**src/design/round_rotate_regs.svh**
```systemverilog
`ifndef ROUND_ROTATE_REGS_SVH
`define ROUND_ROTATE_REGS_SVH

// Register byte offsets on the bus.
`define OFF_CTRL       8'h00
`define OFF_MODE       8'h04
`define OFF_ACC_EXT    8'h08
`define OFF_ACC_UPPER  8'h0C
`define OFF_ACC_LOWER  8'h10
`define OFF_WORD       8'h14
`define OFF_CCR        8'h18

// Command register fields.
`define CTRL_OP_LSB    0
`define CTRL_DST_BIT   2
`define CTRL_LIM_BIT   3
`define CTRL_MV_LSB    4
`define OPC_ROUND      2'h1
`define OPC_ROL        2'h2
`define OPC_ROR        2'h3

// Operating mode register fields and reset value.
`define MODE_RND_BIT   0
`define MODE_CCW_BIT   1
`define MODE_RESET     2'h0

// Condition code bits; the busy bit reads beside them.
`define CCR_C          0
`define CCR_V          1
`define CCR_Z          2
`define CCR_N          3
`define CCR_U          4
`define CCR_E          5
`define CCR_L          6
`define CCR_SZ         7
`define CCR_BUSY       8
`define CCR_RESET      8'h00

// Arithmetic constants and timing.
`define ROUND_CONST    36'h000008000
`define HALF_LOWER     16'h8000
`define OP_CYCLES      2

`endif

```
**src/design/round_rotate_pkg.sv**
```systemverilog
`default_nettype none

package round_rotate_pkg;

    typedef enum logic [1:0] {
        no_op,
        round_accumulator_op,
        rotate_left_op,
        rotate_right_op
    } op_e;

    typedef enum logic [1:0] {
        ph_idle,
        ph_exec,
        ph_commit
    } phase_e;

    typedef struct packed {
        logic        ack;
        logic [31:0] rdat;
        phase_e      phase;
        logic [3:0]  mvcnt;
        op_e         op;
        logic        dst_word;
        logic        lim;
        logic        rnd_sel;
        logic        cc_width;
        logic [3:0]  extension_portion;
        logic [15:0] upper_word;
        logic [15:0] lower_word;
        logic [15:0] word;
        logic [7:0]  ccr;
    } state_s;

endpackage

`default_nettype wire

```
**src/design/round_accumulator_unit.sv**
```systemverilog
`timescale 1ns/10ps
`default_nettype none
`include "round_rotate_regs.svh"

module round_accumulator_unit (
    input  wire logic [35:0] acc_i,
    input  wire logic        rnd_sel_i,
    input  wire logic        cc_width_i,
    input  wire logic        lim_i,
    output logic      [35:0] result_o,
    output logic             neg_o,
    output logic             zero_o,
    output logic             ovf_o,
    output logic             ext_o,
    output logic             unnorm_o,
    output logic             size_flag_o,
    output logic             limit_o
);
    logic [35:0] sum;

    always_comb begin
        sum = acc_i + `ROUND_CONST;
        // Convergent mode breaks an exact tie toward an even upper word.
        if (!rnd_sel_i && acc_i[15:0] == `HALF_LOWER) begin
            sum[16] = 1'b0;
        end
        result_o = {sum[35:16], 16'h0000};
        ovf_o = ~acc_i[35] & sum[35];
        limit_o = lim_i | ovf_o;
        ext_o = ~(&result_o[35:31] | ~(|result_o[35:31]));
        unnorm_o = ~(result_o[31] ^ result_o[30]);
        size_flag_o = result_o[30] ^ result_o[29];
        // On overflow the wrapped sign is wrong, so with cc_width_i low the true sign is shown.
        if (cc_width_i) begin
            neg_o = result_o[31];
            zero_o = (result_o[31:0] == 32'h00000000);
        end else begin
            neg_o = ovf_o ? acc_i[35] : result_o[35];
            zero_o = (result_o == 36'h000000000);
        end
    end

endmodule
`default_nettype wire

```
**src/design/rotate_word_unit.sv**
```systemverilog
`timescale 1ns/10ps
`default_nettype none

module rotate_word_unit (
    input  wire logic [15:0] word_i,
    input  wire logic        carry_i,
    input  wire logic        left_i,
    output logic      [15:0] result_o,
    output logic             carry_o,
    output logic             neg_o,
    output logic             zero_o
);
    always_comb begin
        if (left_i) begin
            result_o = {word_i[14:0], carry_i};
            carry_o = word_i[15];
        end else begin
            result_o = {carry_i, word_i[15:1]};
            carry_o = word_i[0];
        end
        neg_o = result_o[15];
        zero_o = (result_o == 16'h0000);
    end

endmodule
`default_nettype wire

```
**src/design/accumulator_round_rotate_unit.sv**
```systemverilog
`timescale 1ns/10ps
`default_nettype none
`include "round_rotate_regs.svh"

module accumulator_round_rotate_unit (
    input  wire logic        clk_i,
    input  wire logic        rst_i,
    input  wire logic        cyc_i,
    input  wire logic        stb_i,
    input  wire logic        we_i,
    input  wire logic [7:0]  adr_i,
    input  wire logic [3:0]  sel_i,
    input  wire logic [31:0] dat_i,
    output logic      [31:0] dat_o,
    output logic             ack_o,
    output logic             busy_o
);
    round_rotate_pkg::state_s st;
    round_rotate_pkg::state_s nx;

    logic [35:0] acc;
    logic [35:0] rnd_result;
    logic        rnd_neg;
    logic        rnd_zero;
    logic        rnd_ovf;
    logic        rnd_ext;
    logic        rnd_unnorm;
    logic        rnd_size;
    logic        rnd_limit;
    logic [15:0] rot_in;
    logic [15:0] rot_result;
    logic        rot_carry;
    logic        rot_neg;
    logic        rot_zero;
    logic        take;
    logic [7:0]  offset;
    logic [31:0] rd_mux;
    logic [35:0] plain_sum;

    function automatic logic [15:0] merge16(
        input logic [15:0] old,
        input logic [31:0] d,
        input logic [3:0]  sel
    );
        merge16 = {sel[1] ? d[15:8] : old[15:8], sel[0] ? d[7:0] : old[7:0]};
    endfunction

    assign acc = {st.extension_portion, st.upper_word, st.lower_word};
    assign rot_in = st.dst_word ? st.word : st.upper_word;
    assign take = cyc_i & stb_i & st.ack;
    assign offset = {adr_i[7:2], 2'h0};
    assign plain_sum = acc + `ROUND_CONST;

    round_accumulator_unit round_accumulator_unit_inst (
        .acc_i       (acc),
        .rnd_sel_i   (st.rnd_sel),
        .cc_width_i  (st.cc_width),
        .lim_i       (st.lim),
        .result_o    (rnd_result),
        .neg_o       (rnd_neg),
        .zero_o      (rnd_zero),
        .ovf_o       (rnd_ovf),
        .ext_o       (rnd_ext),
        .unnorm_o    (rnd_unnorm),
        .size_flag_o (rnd_size),
        .limit_o     (rnd_limit)
    );

    rotate_word_unit rotate_word_unit_inst (
        .word_i   (rot_in),
        .carry_i  (st.ccr[`CCR_C]),
        .left_i   (st.op == round_rotate_pkg::rotate_left_op),
        .result_o (rot_result),
        .carry_o  (rot_carry),
        .neg_o    (rot_neg),
        .zero_o   (rot_zero)
    );

    // Read multiplexer; unmapped addresses read as zero.
    always_comb begin
        rd_mux = 32'h00000000;
        case (offset)
            `OFF_MODE: begin
                rd_mux[`MODE_RND_BIT] = st.rnd_sel;
                rd_mux[`MODE_CCW_BIT] = st.cc_width;
            end
            `OFF_ACC_EXT: begin
                rd_mux[3:0] = st.extension_portion;
            end
            `OFF_ACC_UPPER: begin
                rd_mux[15:0] = st.upper_word;
            end
            `OFF_ACC_LOWER: begin
                rd_mux[15:0] = st.lower_word;
            end
            `OFF_WORD: begin
                rd_mux[15:0] = st.word;
            end
            `OFF_CCR: begin
                rd_mux[7:0] = st.ccr;
                rd_mux[`CCR_BUSY] = (st.phase != round_rotate_pkg::ph_idle);
            end
            default: begin
                rd_mux = 32'h00000000;
            end
        endcase
    end

    always_comb begin
        nx = st;
        nx.ack = cyc_i & stb_i & ~st.ack;
        if (cyc_i && stb_i && !st.ack) begin
            nx.rdat = rd_mux;
        end
        // Writes while an operation runs are dropped so that software can
        // never race the commit of an operand or a flag.
        if (take && we_i && st.phase == round_rotate_pkg::ph_idle) begin
            case (offset)
                `OFF_CTRL: begin
                    if (sel_i[0]) begin
                        nx.dst_word = dat_i[`CTRL_DST_BIT];
                        nx.lim = dat_i[`CTRL_LIM_BIT];
                        nx.mvcnt = dat_i[`CTRL_MV_LSB +: 4];
                        nx.phase = round_rotate_pkg::ph_exec;
                        case (dat_i[`CTRL_OP_LSB +: 2])
                            `OPC_ROUND: begin
                                nx.op = round_rotate_pkg::round_accumulator_op;
                            end
                            `OPC_ROL: begin
                                nx.op = round_rotate_pkg::rotate_left_op;
                            end
                            `OPC_ROR: begin
                                nx.op = round_rotate_pkg::rotate_right_op;
                            end
                            default: begin
                                nx.op = round_rotate_pkg::no_op;
                                nx.phase = round_rotate_pkg::ph_idle;
                            end
                        endcase
                    end
                end
                `OFF_MODE: begin
                    if (sel_i[0]) begin
                        nx.rnd_sel = dat_i[`MODE_RND_BIT];
                        nx.cc_width = dat_i[`MODE_CCW_BIT];
                    end
                end
                `OFF_ACC_EXT: begin
                    if (sel_i[0]) begin
                        nx.extension_portion = dat_i[3:0];
                    end
                end
                `OFF_ACC_UPPER: begin
                    nx.upper_word = merge16(st.upper_word, dat_i, sel_i);
                end
                `OFF_ACC_LOWER: begin
                    nx.lower_word = merge16(st.lower_word, dat_i, sel_i);
                end
                `OFF_WORD: begin
                    nx.word = merge16(st.word, dat_i, sel_i);
                end
                `OFF_CCR: begin
                    if (sel_i[0]) begin
                        nx.ccr = dat_i[7:0];
                    end
                end
                default: begin
                    nx.ccr = st.ccr;
                end
            endcase
        end
        case (st.phase)
            round_rotate_pkg::ph_idle: begin
                nx.mvcnt = nx.mvcnt;
            end
            round_rotate_pkg::ph_exec: begin
                // Rounds hold here for the parallel move's extra cycles.
                if (st.op == round_rotate_pkg::round_accumulator_op &&
                    st.mvcnt != 4'h0) begin
                    nx.mvcnt = st.mvcnt - 4'h1;
                end else begin
                    nx.phase = round_rotate_pkg::ph_commit;
                end
            end
            round_rotate_pkg::ph_commit: begin
                nx.phase = round_rotate_pkg::ph_idle;
                if (st.op == round_rotate_pkg::round_accumulator_op) begin
                    nx.extension_portion = rnd_result[35:32];
                    nx.upper_word = rnd_result[31:16];
                    nx.lower_word = 16'h0000;
                    nx.ccr[`CCR_N] = rnd_neg;
                    nx.ccr[`CCR_Z] = rnd_zero;
                    nx.ccr[`CCR_V] = rnd_ovf;
                    nx.ccr[`CCR_E] = rnd_ext;
                    nx.ccr[`CCR_U] = rnd_unnorm;
                    // Limit and size flags are sticky until software clears.
                    nx.ccr[`CCR_L] = st.ccr[`CCR_L] | rnd_limit;
                    nx.ccr[`CCR_SZ] = st.ccr[`CCR_SZ] | rnd_size;
                end else if (st.op != round_rotate_pkg::no_op) begin
                    if (st.dst_word) begin
                        nx.word = rot_result;
                    end else begin
                        nx.upper_word = rot_result;
                    end
                    nx.ccr[`CCR_C] = rot_carry;
                    nx.ccr[`CCR_N] = rot_neg;
                    nx.ccr[`CCR_Z] = rot_zero;
                    nx.ccr[`CCR_V] = 1'b0;
                end
            end
            default: begin
                nx.phase = round_rotate_pkg::ph_idle;
            end
        endcase
    end

    always_ff @(posedge clk_i) begin
        if (rst_i) begin
            st <= '0;
            st.phase <= round_rotate_pkg::ph_idle;
            st.op <= round_rotate_pkg::no_op;
            st.rnd_sel <= 1'(`MODE_RESET >> `MODE_RND_BIT);
            st.cc_width <= 1'(`MODE_RESET >> `MODE_CCW_BIT);
            st.ccr <= `CCR_RESET;
        end else begin
            st <= nx;
        end
    end

    assign ack_o = st.ack;
    assign dat_o = st.rdat;
    assign busy_o = (st.phase != round_rotate_pkg::ph_idle);

    logic commit_rnd;
    logic commit_rot;
    logic start_op;
    logic [4:0] int_bits;

    assign int_bits = {st.extension_portion, st.upper_word[15]};

    assign commit_rnd = st.phase == round_rotate_pkg::ph_commit &&
                        st.op == round_rotate_pkg::round_accumulator_op;
    assign commit_rot = st.phase == round_rotate_pkg::ph_commit &&
                        st.op != round_rotate_pkg::round_accumulator_op;
    assign start_op = st.phase == round_rotate_pkg::ph_idle &&
                      nx.phase == round_rotate_pkg::ph_exec;
endmodule
`default_nettype wire

```
**config.mk**
```make
export PLATFORM = sky130hd
export DESIGN_NAME = accumulator_round_rotate_unit
export DESIGN_NICKNAME = d
export VERILOG_FILES = /design/src/design/round_rotate_pkg.sv /design/src/design/round_accumulator_unit.sv /design/src/design/rotate_word_unit.sv /design/src/design/accumulator_round_rotate_unit.sv
export VERILOG_INCLUDE_DIRS = /design/src /design/src/design
export SDC_FILE = /design/constraint.sdc
export NUM_CORES = 1
export LEC_CHECK = 0
export BUFFER_PORTS_ARGS = -buffer_cell sky130_fd_sc_hd__buf_2
export CAP_MARGIN = 20
export CORE_ASPECT_RATIO = 1.25
export CORE_MARGIN = 2
export CORE_UTILIZATION = 26
export CTS_BUF_LIST = sky130_fd_sc_hd__clkbuf_4
export DETAILED_ROUTE_END_ITERATION = 10
export SYNTH_ARGS = -nofsm -noshare
export SYNTH_HDL_FRONTEND = slang
export SYNTH_SLANG_ARGS = --single-unit
```
**constraint.sdc**
```tcl
create_clock -name clk_i -period 2.9 [get_ports clk_i]
set_clock_uncertainty 0.05 [all_clocks]
set_input_delay 0.29 -clock clk_i [delete_from_list [all_inputs] [get_ports clk_i]]
set_output_delay 0.29 -clock clk_i [all_outputs]
set_load 0.01 [all_outputs]
```
==> After elaboration in Yosys (flattened, before gate mapping) <==
Index checks and enable logic that the tools add are counted.
{ "op_classes": {"add_sub_neg": 2, "eq_ne": 14, "mux": 48, "bitwise": 15, "n_reduce_logical": 21} }
{ "ops": {"columns": ["operator", "count"], "rows": [
  ["$mux 16", 12],
  ["$mux 72", 1],
  ["$mux 8", 8],
  ["$mux 60", 1],
  ["$add 36x16->36 const B", 1],
  ["$logic_not 16->1", 2],
  ["$mux 4", 7],
  ["$pmux 7 s3", 1],
  ["$logic_not 20->1", 1],
  ["$mux 10", 2],
  ["$pmux 5 s4", 1],
  ["$eq 6x3->1 const B", 3],
  ["$eq 16x16->1 const B", 1],
  ["$eq 6x2->1 const B", 2],
  ["$pmux 2 s6", 1],
  ["$pmux 2 s5", 1],
  ["$eq 2x2->1 const B", 4],
  ["$logic_not 8->1", 1],
  ["$mux 1", 7],
  ["$eq 2x1->1 const B", 3],
  ["$eq 6x1->1 const B", 1],
  ["$logic_and 1x1->1", 6],
  ["$mux 2", 3],
  ["$pmux 2 s3", 1],
  ["15 further kinds", 29]
]} }
{ "totals": {"regBits": 89, "word_cells": 114} }

==> Depth between registers and ports, before layout <==
{ "logic_depth": {"ltp_word": 10, "depth_mapped": 12} }

==> By module <==
Synthesis repeated with hierarchy kept, for this count alone.
{ "hier_totals": {"cells_unflattened": 730, "area_unflattened_um2": 6069.6} }
{ "modules_own_cells": {"columns": ["module", "instances", "cells_each", "area_per_inst_um2", "seq_area_each_um2"], "rows": [
  ["accumulator_round_rotate_unit", 1, 572, 4887.2, 1781.7],
  ["round_accumulator_unit", 1, 131, 893.4, 0.0],
  ["rotate_word_unit", 1, 27, 289.0, 0.0]
]} }

==> Least setup slack after synthesis <==
OpenSTA, ideal clock, no wires.
{ "synth_timing": {"kind": "flip-flop to flip-flop", "from": "reg st, in the netlist acc[16]", "to": "reg st[2] (netlist bit)", "setup_ps": 59, "arrival_time_ps": 2441, "required_ps": 2791, "setup_slack_ps": 351, "path_stages_with_launch": 13, "path_buffers": 0, "period_less_slack_ps": 2549, "path_cell_list": "dfxtp_1 ha_1 and2_1 nand4_1 nor3_1 nand3_1 inv_1 ha_1 nor2_1 nor4b_1 nand4_1 a2111oi_2 a31o_1"} }
{ "synth_via": {"elab_chain_cells": 6, "word_cells_on_any_way": 11} }
{ "synth_rtl": {"columns": ["item", "line", "source"], "rows": [
  ["start: declaration", "accumulator_round_rotate_unit.sv:18", "round_rotate_pkg::state_s st;"],
  ["start signal: assignment", "accumulator_round_rotate_unit.sv:226", "st <= nx;"],
  ["$add 36x16->36 (no line) or $mux 16 (tied branches)", null, null],
  ["$mux 1 or $mux 16 (tied branches)", "round_accumulator_unit.sv:24, rotate_word_unit.sv:14", null],
  ["$logic_not 20->1 (tied with other cells)", "round_accumulator_unit.sv:39", "zero_o = (result_o == 36'h000000000);"],
  ["$mux 1 or $mux 4 (tied branches)", "round_accumulator_unit.sv:34, accumulator_round_rotate_unit.sv:199", null],
  ["$mux 3 *", "accumulator_round_rotate_unit.sv:187", "if (st.op == round_rotate_pkg::round_accumulator_op) begin"],
  ["$mux 60 *", "accumulator_round_rotate_unit.sv:172", "case (st.phase)"]
]} }
Every way passes the cells marked *; elsewhere a longest branch is shown, timed or not.
A chain may end at the register's enable or synchronous reset.

==> Worst setup path in the final report <==
Same ends and word-level chain as after synthesis.

==> flow_summary.toml <==
[power]
p_seq_share_pct = 55.9
p_switching_w = 0.000583
intPower_w = 0.00163
p_per_area_nw_per_um2 = 330
power.leakage_nw = 2.55
netSwitchingFraction_pct = 26.4
pwr-share-comb_pct = 7.0
clockPowerShare_pct = 37.1
ir_drop_uv = 299

[placement]
dpl.hpwl_mm = 14.6
io_buffer_count = 46
place.gp.congestion = 0.917
place_area_um2 = 6530
pre_cts_ws_ns = 0.327

[finish]
drive_above_1_share_pct = 19.7
fillCellCount = 2388
area_growth_pct = 12.7
layout_commonest_cell = "nor2_1"
nNetsFinal = 809
fin_util_pct = 30.0
finalInstanceArea_um2 = 6700
layout_common_cells = "101 x nor2_1, 89 x dfxtp_1, 73 x mux2i_1, 55 x buf_4, 46 x buf_2"

[die]
start_util_pct = 26.6
die_w_um = 139
rows = 61
core_area_um2 = 22400
fp.dieArea_um2 = 24100
die_h_um = 173
io_pins = 83

[synthesis]
ys_seq_elements = 89
synth-edff-count = 0
synthFlopType = "dfxtp_1"
syn_area_um2 = 5950
yosysUniqueCellTypes = 67
syn_area_per_cell_um2 = 8.25
seq_area_frac_synth_pct = 30.0
synth_warnings = 0
async_reset_ff_share_pct = 0
synthCells = 721

[clock_tree]
clockBufferDepth = 2
clk_latency_ns = 0.45
cts.sinks = 89
clockRootBuffer = "clkbuf_4"
ctsHoldBuffers = 0
cts_made_buffers = 9
clkTransAtPathRegs_ns = 0.16
cts_tree = "yes"
htreeDepth = 3

[worst_setup_path]
crit_path_start_kind = "register"
critPathKind = "reg -> reg"
cp_slowest_stage_delay_ns = 0.44
worst-r2r-cell-count = 11
cp_data_arrival_time_ns = 2.98
crit_chain = "ha_1 > and2_1 > nand4_1 > buf_4 > nor2_1 > xnor2_1 > ha_1 > nor4b_1 > nand4_1 > a2111oi_2 > a31o_1"
worstPathMaxFanout = 6
setup.worst_path.end_class = "register"
crit_slowest_cell = "dfxtp_1"
reg2reg_slack_ns = 0.28
worstReg2RegStart = "acc[16]$_SDFF_PP0_"
cp_data_required_time_ns = 3.26
r2r_end = "st[2]$_SDFF_PP0_"

[detailed_routing]
drt_iter0_drc = 313
drt_wl_total_mm = 19.4
drtPass1Iterations = 5
viasPerCell = 5.51
drtAntennaViolNets = 0
wl_per_cell_um = 18.6
drc = 0
vias = 5758

[grt]
grt_pass1_wl_mm = 30.4
grt_max_degree = 35
antenna_found_initial = 2
grt_usage_pct = 15.7
overflow = 0
grt_pass1_vias = 5354

[timing]
slew_viol_final = 0
rsz0062_at_grt = "false"
hold_viol_final = 0
fin_setup_tns_ns = 0
period_minus_slack_ns = 2.62
slew_headroom_pct = 53.2
setup_viol = 0
max_clock_freq_mhz = 381
worst_slew_pin_slew_ns = 0.701
fin_ws_ns = 0.277
period_share_pct = 90.4
hold_slack_ns = 0.0673

[min_path]
hp-start = "dat_i[10]"
hold_depth = 3
hp-class = "in -> reg"
whs_endpoint = "acc[10]$_SDFF_PP0_"

[job]
max-cap-violations = 0

[run_status]
status = "complete, no violations"
==> worst max path at each step <==
stage / endpoint / startpoint / slack, ns / cells after the start
after floorplan: st[2]$_SDFF_PP0_ / acc[16]$_SDFF_PP0_ / 0.35 / 12
after global placement: st[2]$_SDFF_PP0_ / acc[16]$_SDFF_PP0_ / 0.37 / 12
after detailed placement: st[2]$_SDFF_PP0_ / acc[16]$_SDFF_PP0_ / 0.33 / 12
after CTS: st[2]$_SDFF_PP0_ / acc[16]$_SDFF_PP0_ / 0.27 / 12
after global routing: st[2]$_SDFF_PP0_ / acc[16]$_SDFF_PP0_ / 0.02 / 11
final: st[2]$_SDFF_PP0_ / acc[16]$_SDFF_PP0_ / 0.28 / 11
==> through the flow <==
step | total power (W) | std cells
floorplan | 0.00137 | 736
global placement | 0.00142 | 1027
detailed placement | 0.00142 | 1027
CTS | 0.00223 | 1043
global route | 0.00228 | 1044
finish | 0.00221 | 1045
==> metal layers <==
metal	vias up	routed length, um	GRT usage, %	part of all wire [%]
met4	0	1240	9.72	6.4
met2	226	9320	26.5	48
li1	2685	-	-	-
met3	75	1180	2.30	6.0
met5	-	0	0	0
met1	2772	7710	18.7	40
==> synthesized netlist by cell type (4+ instances only) <==
cell      number  area share (%)
xor2_1         7             1.0
ha_1           5             1.1
nor4_1        19             2.0
buf_1          6            0.38
dfxtp_1       89              30
nand2_1       22             1.4
nand3_1       16             1.3
nor2_1       101             6.4
o22ai_1        8            0.84
inv_1         12            0.76
mux2_2        15             2.8
clkbuf_1      50             3.2
or2_2          5            0.53
o21ai_0       24             2.0
xnor2_1       12             1.8
a22oi_1       16             2.0
a211oi_1      37             4.7
buf_4         32             4.0
nand4_1        9            0.95
a221oi_1      19             2.8
mux2i_1       73              12
nor3_1        23             1.9
a21oi_1       16             1.3
nor2b_1       19             2.0
or3_1          4            0.42
nand2b_1       6            0.63
buf_2          5            0.42
a31oi_1        7            0.74
==> logic make-up after synthesis <==
logic type / after synthesis / share of synthesized area, %
AO/OA/AOI/OAI: 160 / 19.4
XOR/XNOR: 19 / 2.80
adder cells (fa/ha/maj): 5 / 1.05
buffers and inverters: 105 / 8.75
flip-flops: 89 / 30.0
multiplexers: 90 / 15.9
other: 1 / 0.0631
AND/OR/NAND/NOR: 252 / 22.1
==> timing repair <==
| item | in CTS | in global routing |
|---|---|---|
| endpoints found under the hold margin | 0 | 0 |
| setup buffers | 0 | 0 |
| endpoints found under the setup margin | 0 | 1 |
| gates resized for setup | 0 | 1 |
==> critical path, delay by kind of cell, from the launching register on <==
family | cells | cell delay [ns]
simple gates | 5 | 0.91
flops | 1 | 0.44
compound gates | 2 | 0.41
fa+ha+maj | 2 | 0.39
buf+inv | 1 | 0.22
xor+xnor | 1 | 0.17
==> state kept, by name, summed over array words and instances (netlist names) <==
name,count
acc,36
st,36
dat_o,16
ack_o,1
==> cell type report <==
cell class	count	area, um^2	share of cell area (%)
Antenna cell	2	5.00	0.0747
Clock buffer	9	67.6	1.01
Clock inverter	7	93.8	1.40
Inverter	12	45.0	0.672
Multi-Input combinational cell	542	3710	55.4
Sequential cell	89	1780	26.6
Tap cell	283	354	5.28
Timing Repair Buffer	101	643	9.59
==> power by group through the flow <==
| stage | clock (W) | sequential, W | combinational (W) |
|---|---|---|---|
| 2_1_floorplan | 0 | 0.00126 | 0.000111 |
| 3_3_place_gp | 0 | 0.00126 | 0.000155 |
| 5_1_grt | 0.000877 | 0.00124 | 0.000167 |
| 3_5_place_dp | 0 | 0.00126 | 0.000155 |
| 4_1_cts | 0.000841 | 0.00124 | 0.000155 |
| 6_report | 0.000821 | 0.00124 | 0.000155 |
Note: power is estimated with default switching activity, not from simulation.
